<file path="src/hdl/tfcdp_pkg.sv">
// package for the target configuration download port
// assumes a 100 MHz system clock and a synchronous active-high reset
package tfcdp_pkg;

  // ----------------------------------------
  // timing
  // ----------------------------------------
  localparam int CLK_PERIOD_NS     = 10;
  localparam int PROG_PULSE_NS     = 500;
  localparam int PROG_PULSE_CYC    = (PROG_PULSE_NS + CLK_PERIOD_NS - 1) / CLK_PERIOD_NS;
  localparam int RESET_MIN_CYC     = 10;
  localparam int SYNC_STAGES       = 2;

  // ----------------------------------------
  // data layout
  // ----------------------------------------
  localparam int DATA_W            = 8;
  localparam int MODE_W            = 3;
  localparam int SEL_W             = 3;
  localparam int NUM_TARGETS       = 4;
  localparam int WORD_CNT_W        = 16;

  // ----------------------------------------
  // target mode pin encodings
  // ----------------------------------------
  localparam logic [2:0] MODE_SERIAL   = 3'h7;
  localparam logic [2:0] MODE_PARALLEL = 3'h6;

  // ----------------------------------------
  // reset values of pins
  // ----------------------------------------
  localparam logic [7:0] DATA_RST      = 8'h00;
  localparam logic [3:0] SELECT_IDLE_N = 4'hF;

endpackage

</file>
<file path="src/hdl/tfcdp_top.sv">
// target configuration download port: loads a stored stream into targets
// assumes the stream store answers a word request in the next cycle
//
// Notes on behaviour
// - in serial mode each data bit n carries the stream of chain n.
// - in parallel mode the data bits form one byte bus shared by all targets.
// - a three-bit mode output drives the mode pins of all targets.
// - the load clock is the system clock divided by two and goes to every target.
// - each download opens with a low pulse on the reconfiguration output.
// - no data is sent until the ready sense has been seen high after the pulse.
// - while stall is high the data holds and the word does not advance.
// - the completion input is the shared done state of all targets.
// - in parallel mode the direction output shows write during delivery.
// - four active-low selects each enable one parallel target.
// - reset is held for ten cycles and its release starts the download.
// - a three-bit input chooses one of eight stored streams.
// - all download logic runs on the single system clock.
`timescale 1ns/1ps
module tfcdp_top
(
  input  wire logic        sys_clk_i,        // system clock, 100 MHz
  input  wire logic        rst_i,            // synchronous reset, active high
  input  wire logic        parallel_mode_i,  // 1 = byte-wide, 0 = serial chains
  input  wire logic [2:0]  stream_select_i,  // stored stream number
  input  wire logic [3:0]  target_enable_i,  // parallel targets present
  input  wire logic        ready_sense_i,    // target ready-for-data pin
  input  wire logic        stall_sense_i,    // target stall pin
  input  wire logic        completion_sense_i, // shared completion pin
  input  wire logic [7:0]  stream_data_i,    // word from the stream store
  input  wire logic        stream_last_i,    // word is the last of the stream
  output logic             stream_req_o,     // fetch next word, one-cycle pulse
  output logic [2:0]       stream_sel_o,     // stream being fetched
  output logic [7:0]       target_load_bits_o, // data pins to targets
  output logic [2:0]       target_mode_o,    // mode pins of all targets
  output logic             load_clock_o,     // load clock to targets
  output logic             target_reconfig_n_o, // reconfiguration pulse, low active
  output logic             target_direction_n_o, // direction, low = write
  output logic [3:0]       target_select_n_o, // per-target selects, low active
  output logic             busy_o,           // download in progress
  output logic             done_o            // download finished
);

  // ----------------------------------------
  // types
  // ----------------------------------------
  typedef enum logic [2:0] {
    ST_IDLE,
    ST_PROG,
    ST_WAIT_READY,
    ST_FETCH,
    ST_SHIFT,
    ST_FINISH
  } tfcdp_state_t;

  typedef struct packed {
    tfcdp_state_t state;
    logic         clk_div;
    logic [15:0]  cnt;
    logic [7:0]   data;
    logic [7:0]   shreg;
    logic         last;
    logic         par;
    logic [2:0]   sel;
    logic         prog_n;
    logic         req;
    logic         done;
  } tfcdp_regs_t;

  // ----------------------------------------
  // pin synchronisers
  // ----------------------------------------
  logic ready_s;
  logic stall_s;
  logic done_s;

  tfcdp_sync u_sync_ready
  (
    .sys_clk_i (sys_clk_i),
    .rst_i     (rst_i),
    .async_i   (ready_sense_i),
    .sync_o    (ready_s)
  );

  tfcdp_sync u_sync_stall
  (
    .sys_clk_i (sys_clk_i),
    .rst_i     (rst_i),
    .async_i   (stall_sense_i),
    .sync_o    (stall_s)
  );

  tfcdp_sync u_sync_done
  (
    .sys_clk_i (sys_clk_i),
    .rst_i     (rst_i),
    .async_i   (completion_sense_i),
    .sync_o    (done_s)
  );

  // ----------------------------------------
  // state
  // ----------------------------------------
  tfcdp_regs_t regs_r;
  tfcdp_regs_t regs_nxt;
  logic        fall_edge;

  // data changes as the load clock falls, targets sample on its rising edge
  assign fall_edge = regs_r.clk_div;

  always_comb
  begin
    regs_nxt         = regs_r;
    regs_nxt.req     = 1'b0;
    regs_nxt.clk_div = ~regs_r.clk_div;
    case (regs_r.state)
      ST_IDLE:
      begin
        // reset release starts the download, mode and stream latched here
        regs_nxt.par    = parallel_mode_i;
        regs_nxt.sel    = stream_select_i;
        regs_nxt.prog_n = 1'b0;
        regs_nxt.cnt    = 16'(tfcdp_pkg::PROG_PULSE_CYC - 1);
        regs_nxt.done   = 1'b0;
        regs_nxt.state  = ST_PROG;
      end
      ST_PROG:
      begin
        if (regs_r.cnt == 16'h0000)
        begin
          regs_nxt.prog_n = 1'b1;
          regs_nxt.state  = ST_WAIT_READY;
        end
        else
        begin
          regs_nxt.cnt = regs_r.cnt - 16'h0001;
        end
      end
      ST_WAIT_READY:
      begin
        if (ready_s)
        begin
          regs_nxt.req   = 1'b1;
          regs_nxt.state = ST_FETCH;
        end
      end
      ST_FETCH:
      begin
        // word arrives the cycle after the request
        regs_nxt.shreg   = stream_data_i;
        regs_nxt.last    = stream_last_i;
        regs_nxt.state   = ST_SHIFT;
      end
      ST_SHIFT:
      begin
        if (done_s)
        begin
          regs_nxt.done  = 1'b1;
          regs_nxt.state = ST_FINISH;
        end
        else if (fall_edge && !stall_s)
        begin
          if (regs_r.par)
          begin
            regs_nxt.data = regs_r.shreg;
            regs_nxt.state = regs_r.last ? ST_FINISH : ST_FETCH;
            regs_nxt.req   = !regs_r.last;
          end
          else
          begin
            // one bit per chain per load clock: bit n of each word belongs to chain n
            regs_nxt.data = regs_r.shreg;
            regs_nxt.state = regs_r.last ? ST_FINISH : ST_FETCH;
            regs_nxt.req   = !regs_r.last;
          end
        end
      end
      ST_FINISH:
      begin
        if (done_s)
        begin
          regs_nxt.done = 1'b1;
        end
      end
      default:
      begin
        regs_nxt.state = ST_IDLE;
      end
    endcase
  end

  always_ff @(posedge sys_clk_i)
  begin
    if (rst_i)
    begin
      regs_r.state   <= ST_IDLE;
      regs_r.clk_div <= 1'b0;
      regs_r.cnt     <= 16'h0000;
      regs_r.data    <= tfcdp_pkg::DATA_RST;
      regs_r.shreg   <= tfcdp_pkg::DATA_RST;
      regs_r.last    <= 1'b0;
      regs_r.par     <= 1'b0;
      regs_r.sel     <= 3'h0;
      regs_r.prog_n  <= 1'b1;
      regs_r.req     <= 1'b0;
      regs_r.done    <= 1'b0;
    end
    else
    begin
      regs_r <= regs_nxt;
    end
  end

  // ----------------------------------------
  // outputs
  // ----------------------------------------
  logic delivering;
  assign delivering = (regs_r.state == ST_FETCH) || (regs_r.state == ST_SHIFT);

  assign stream_req_o         = regs_r.req;
  assign stream_sel_o         = regs_r.sel;
  assign target_load_bits_o   = regs_r.data;
  assign target_mode_o        = regs_r.par ? tfcdp_pkg::MODE_PARALLEL
                                           : tfcdp_pkg::MODE_SERIAL;
  assign load_clock_o         = regs_r.clk_div;
  assign target_reconfig_n_o  = regs_r.prog_n;
  assign target_direction_n_o = !(regs_r.par && delivering);
  assign target_select_n_o    = (regs_r.par && delivering) ? ~target_enable_i
                                                           : tfcdp_pkg::SELECT_IDLE_N;
  assign busy_o               = (regs_r.state != ST_FINISH);
  assign done_o               = regs_r.done;
endmodule

</file>
<file path="src/hdl/tfcdp_sync.sv">
// two-stage synchroniser for one asynchronous level
// assumes the input comes from a pin outside the system clock domain
`timescale 1ns/1ps
module tfcdp_sync
(
  input  wire logic sys_clk_i,  // system clock
  input  wire logic rst_i,      // synchronous reset
  input  wire logic async_i,    // level from a pin
  output logic      sync_o      // synchronised level
);

  logic meta_r;
  logic sync_r;

  always_ff @(posedge sys_clk_i)
  begin
    if (rst_i)
    begin
      meta_r <= 1'b0;
      sync_r <= 1'b0;
    end
    else
    begin
      meta_r <= async_i;
      sync_r <= meta_r;
    end
  end

  assign sync_o = sync_r;

endmodule

</file>
<file path="config.mk">
export PLATFORM = sky130hd
export DESIGN_NAME = tfcdp_top
export DESIGN_NICKNAME = d
export VERILOG_FILES = /design/src/hdl/tfcdp_pkg.sv /design/src/hdl/tfcdp_top.sv /design/src/hdl/tfcdp_sync.sv
export SDC_FILE = /design/constraint.sdc
export NUM_CORES = 1
export LEC_CHECK = 0
export ABC_CLOCK_PERIOD_IN_PS = 2420
export BUFFER_PORTS_ARGS = -buffer_cell sky130_fd_sc_hd__buf_4
export CAP_MARGIN = 30
export CORE_MARGIN = 2
export CORE_UTILIZATION = 49
export DETAILED_ROUTE_END_ITERATION = 8
export PLACE_DENSITY_LB_ADDON = 0.25
export SLEW_MARGIN = 20
export SYNTH_ARGS = -nofsm -noshare
export SYNTH_HDL_FRONTEND = slang
export SYNTH_SLANG_ARGS = --single-unit
</file>
<file path="constraint.sdc">
create_clock -name sys_clk_i -period 2.42 [get_ports sys_clk_i]
set_clock_uncertainty 0.2 [all_clocks]
set_input_delay 0.121 -clock sys_clk_i [delete_from_list [all_inputs] [get_ports sys_clk_i]]
set_output_delay 0.121 -clock sys_clk_i [all_outputs]
set_load 0.1 [all_outputs]
</file>
# Word level (Yosys, flattened, before mapping)
# Cells that the tools add are included.
[totals]
elab_cells = 67
regBits = 50
inputBits = 22
out_inout_bits = 24
[op_classes]
n_eq_ne = 11
addsub = 1
muxes = 18
n_reduce_logical = 16
bitwise_logic = 4
[op_table]
columns = ["operator", "n"]
rows = [
  ["$pmux 16 s2", 1],
  ["$pmux 3 s6", 1],
  ["$logic_not 16->1", 1],
  ["$mux 16", 1],
  ["$sub 16x1->16 const B", 1],
  ["$mux 3", 5],
  ["$eq 3x2->1 const B", 2],
  ["$eq 3x3->1 const B", 2],
  ["$mux 1", 6],
  ["$pmux 1 s2", 3],
  ["$reduce_and 2->1", 3],
  ["$mux 4", 1],
  ["$ne 2x1->1 const B", 2],
  ["$ne 2x2->1 const B", 2],
  ["$not 4->4", 1],
  ["$reduce_and 4->1", 1],
  ["$reduce_bool 2->1", 2],
  ["$eq 3x1->1 const B", 1],
  ["$logic_not 1->1", 3],
  ["$logic_not 3->1", 1],
  ["$ne 3x2->1 const B", 1],
  ["$ne 3x3->1 const B", 1],
  ["$not 1->1", 3],
  ["$reduce_and 3->1", 1],
  ["3 further kinds", 4],
]

# Logic depth before layout (Yosys ltp)
[logic_depth]
depth_word = 5
depth_mapped = 7
mapped_depth_nobuf = 6

# Hierarchy
# Synthesis repeated with hierarchy kept, for this count alone.
[unflattened]
hier_cells = 264
area_unflattened_um2 = 2242.2
[modules_own_cells]
columns = ["module", "cells_per_inst", "n_inst", "area_per_inst_um2"]
rows = [
  ["tfcdp_top", 252, 1, 2084.5],
  ["tfcdp_sync", 4, 3, 52.6],
]

# Least setup slack after synthesis
# OpenSTA, ideal clock, no wires.
[synth_path]
path_kind = "register to register"
from = "register regs_r (netlist bit load_clock_o)"
to = "register regs_r (netlist bit target_load_bits_o[0])"
setup_time_ps = 128
t_arrival_ps = 2260
setup_slack_ps = -168
path_stages_with_launch = 6
synth_period_minus_slack_ps = 2588
cell_sequence = "dfxtp_1 nand2b_1 or4b_2 clkbuf_1 mux2i_1 nor2_1"
[synth_between]
elab_chain_cells = 2
[synth_lines]
columns = ["element", "line", "source"]
rows = [
  ["from (decl)", "tfcdp_top.sv:103", "tfcdp_regs_t regs_r;"],
  ["from (signal assigned)", "tfcdp_top.sv:209", "regs_r <= regs_nxt;"],
  ["$logic_and 1x1->1", "tfcdp_top.sv:160", "else if (fall_edge && !stall_s)"],
  ["$reduce_and 3->1 (no source line)", "-", ""],
]
# Every way passes these cells.
# A chain may end at the register's enable or synchronous reset.

# Worst setup path in the final report
[layout_path]
from = "register regs_r[30] (netlist bit)"
to = "register regs_r[38] (netlist bit)"
[layout_between]
elab_chain_cells = 3
[layout_lines]
columns = ["element", "line"]
rows = [
  ["$sub 16x1->16 / $logic_not 16->1 (equally long branches)", "tfcdp_top.sv:135, tfcdp_top.sv:128"],
  ["$mux 16 / $ne 2x2->1 (equally long branches)", "-"],
  ["$pmux 16 s2 / $reduce_and 2->1 (equally long branches)", "-"],
]
# Parallel ways exist; a longest one is shown, timed or not. The select of a mux whose other input is x is not followed.

==> results.md <==
* Outcome: complete, no violations
* Post-synthesis cell type count at 37
* Netlist Area Pre-Place at 2250 µm²
* DIE AREA at 5140 µm²
* CTS tree: built
* Wire per inst at 13.2 µm
* CTS root buffer: clkbuf_8
* Antenna-violating nets left at 0
* GRT Residual Overflow at 0
* Maximum root-to-sink buffer count at 2
* Initial antenna violation count at 0
* Die Span Y at 71.7 µm
* First-pass DRT Iterations at 4
* Vias per cell at 5.44
* Clock-pin slew reported for the worst setup and hold paths after clock tree synthesis at 0.09 ns
* FP Rows at 24
* Power Dens Cells at 1030 nW/µm²
* Worst Path Required at 2.46 ns
* Leak at 1.16 nW
* Hold Slack at 0.0294 ns
* Max-cap viol count at 0
* Layout Area Growth over Synthesis at 24.2%
* Setup WS post-layout at 0.145 ns
* Final Hold Fails at 0
* GRT Util Overall at 19.6%
* Critical Path Source: regs_r[30]
* Initial Utilization at 51.2%
* Sequential share of the synthesized area at 44.6%
* Worst r2r src: regs_r[30]
* Diodes inserted at 0
* Worst Path Arrival at 2.31 ns
* Synth warn at 0
* Final instance area at 2790 µm²
* Unrepaired setup endpoints after global routing: no
* Hold Path Depth at 2
* Tmin final at 2.27 ns
* I/O pin cnt at 46
* Synthesized flop and latch total at 50
* FF-to-FF path depth at 4
* WS Path Type: reg -> reg
* Nets at 333
* Setup TNS at 0 ns
* Residual DRC count at 0
* Placement Setup Slack at 0.165 ns
* Fraction of layout cells with a size suffix above 1 at 21.9%
* Fin. max-slew vios at 0
* Placed Area at 2540 µm²
* Largest net degree at the start of global routing at 44
* CTS Buf Count at 5
* Later-pin clock latency in the skew report at 0.30 ns
* Core ar. at 4380 µm²
* Die width at 71.7 µm
* Cell count after synthesis at 261
* Vias in the first global route at 1,782
* Endpoint type of the worst setup path: flop
* H-tree Lvls at 2
* FF-to-FF setup slack at 0.15 ns
* Peak Freq at 440 MHz
* Crit start category: flop
* Via count at 1,974
* WL final at 4800 µm
* Final Cycle Share at 94.0%
* # port buffers at 43
* Clock sinks at 50
* RR Endpoint: regs_r[38]
* Final setup violation count at 0
* Synth Area per Inst at 8.60 µm²
* Detailed Place HPWL at 3160 µm
* Peak supply drop at 0.000466 V
* Crit-path max FO at 7
* First-iteration detailed-routing DRC count at 110
* First-pass GRT wire length at 7980 µm
* Worst min-delay path category: in -> reg
* Routability cong. at 0.831
* Crit path capture: regs_r[38]
-- through the flow --
| stage | power, mW | instances | utilization (%) |
|---|---|---|---|
| global route | 3.06 | 363 | 63.6 |
| floorplan | 2.06 | 262 | - |
| CTS | 2.88 | 363 | 63.6 |
| global placement | 2.37 | 339 | 58.0 |
| detailed placement | 2.38 | 339 | 58.0 |
| finish | 2.87 | 363 | 63.6 |
-- registers in the layout, summed over array words and instances, names as in the netlist --
name and flops:
done_o 1, load_clock_o 1, regs_r 29, stream_req_o 1, stream_sel_o 3, target_load_bits_o 8, target_reconfig_n_o 1, u_sync_done.meta_r 1
u_sync_done.sync_o 1, u_sync_ready.meta_r 1, u_sync_ready.sync_o 1, u_sync_stall.meta_r 1, u_sync_stall.sync_o 1
-- layer usage --
| layer | track usage [%] | vias up | part of all wire, % |
|---|---|---|---|
| met5 | 0 | - | 0 |
| met4 | 7.76 | 0 | 1.6 |
| met3 | 3.80 | 7 | 5.7 |
| met2 | 31.0 | 55 | 45 |
| met1 | 26.3 | 898 | 47 |
| li1 | - | 1014 | - |
-- cells by family after synthesis --
family                   count (synthesis)  synth area share (%)
multiplexers                            14                  6.24
other                                    1                 0.167
buffers and inverters                   34                  8.24
adder cells (fa/ha/maj)                  1                 0.557
AND/OR/NAND/NOR                        106                  25.5
flip-flops                              50                  44.6
AO/OA/AOI/OAI                           55                  14.7
-- what timing repair did --
| item | in CTS | in global routing |
|---|---|---|
| setup buffers | 0 | 0 |
| endpoints found under the hold margin | 16 | 0 |
| gates resized for setup | 0 | 0 |
| hold buffers | 16 | 0 |
-- critical path, stage by stage, from the launching register on --
cell,delay (ns)
dfxtp_1,0.34
or4_4,0.59
or4_4,0.45
or4_1,0.48
a21oi_1,0.15
-- power breakdown --
part           internal, mW  switching, mW  leakage [nW]
sequential            0.939         0.0992         0.408
combinational         0.482          0.878         0.702
clock                 0.204          0.272        0.0452
-- Yosys cell counts --
master    count  area [µm²]
dfxtp_1      50        1000
nand2_1      31         116
a21oi_1      26         130
nor2_1       15        56.3
mux2i_1      14         140
buf_4        13        97.6
nand3_1      12        60.1
clkbuf_1     10        37.5
or3_1        10        62.6
inv_1         8        30.0
nor2b_1       8        50.1
o21ai_0       8        40.0
o31ai_1       8        60.1
or4_1         8        60.1
nor3_1        4        20.0
a211oi_1      3        22.5
a31oi_1       3        18.8
nand2b_1      3        18.8
nor4_1        3        18.8
or2_2         3        18.8
nor4_2        2        25.0
o211ai_1      2        15.0
or4_4         2        22.5
or4b_2        2        20.0
a2111o_1      1        11.3
a211o_1       1        8.76
buf_1         1        3.75
buf_2         1        5.00
buf_6         1        11.3
conb_1        1        3.75
ha_1          1        12.5
nand4_1       1        6.26
nor3b_1       1        7.51
o21bai_1      1        7.51
o22ai_1       1        6.26
o311a_1       1        10.0
or4b_1        1        10.0
-- area by class of cell --
class                           instances  area, µm²
Clock inverter                          2       13.8
Clock buffer                            6       72.6
Tap cell                               52       65.1
Fill cell                             396       1590
Multi-Input combinational cell        178       1060
Sequential cell                        50       1000
Inverter                                8       30.0
Timing Repair Buffer                   67        543
-- layout by cell type, fill, tap and decap left out, types with 4 or more instances in the layout --
cell / n
inv_1: 8
dfxtp_1: 49
nor3_1: 4
dlygate4sd3_1: 16
nand2_1: 31
nand3_1: 12
nor2_1: 15
a21oi_1: 26
clkbuf_8: 5
nor2b_1: 8
mux2i_1: 14
or4_1: 8
buf_4: 51
o31ai_1: 8
o21ai_0: 8
or3_1: 10
-- worst min path at each step --
stage | start | end | slack (ns)
after CTS | rst_i | load_clock_o | 0.03
after global placement | stall_sense_i | u_sync_stall.meta_r | 0.13
final | rst_i | load_clock_o | 0.03
after floorplan | completion_sense_i | u_sync_done.meta_r | 0.05
after global routing | rst_i | load_clock_o | 0.06
after detailed placement | stall_sense_i | u_sync_stall.meta_r | 0.14
No activity file was read; power rests on OpenSTA's default activity.
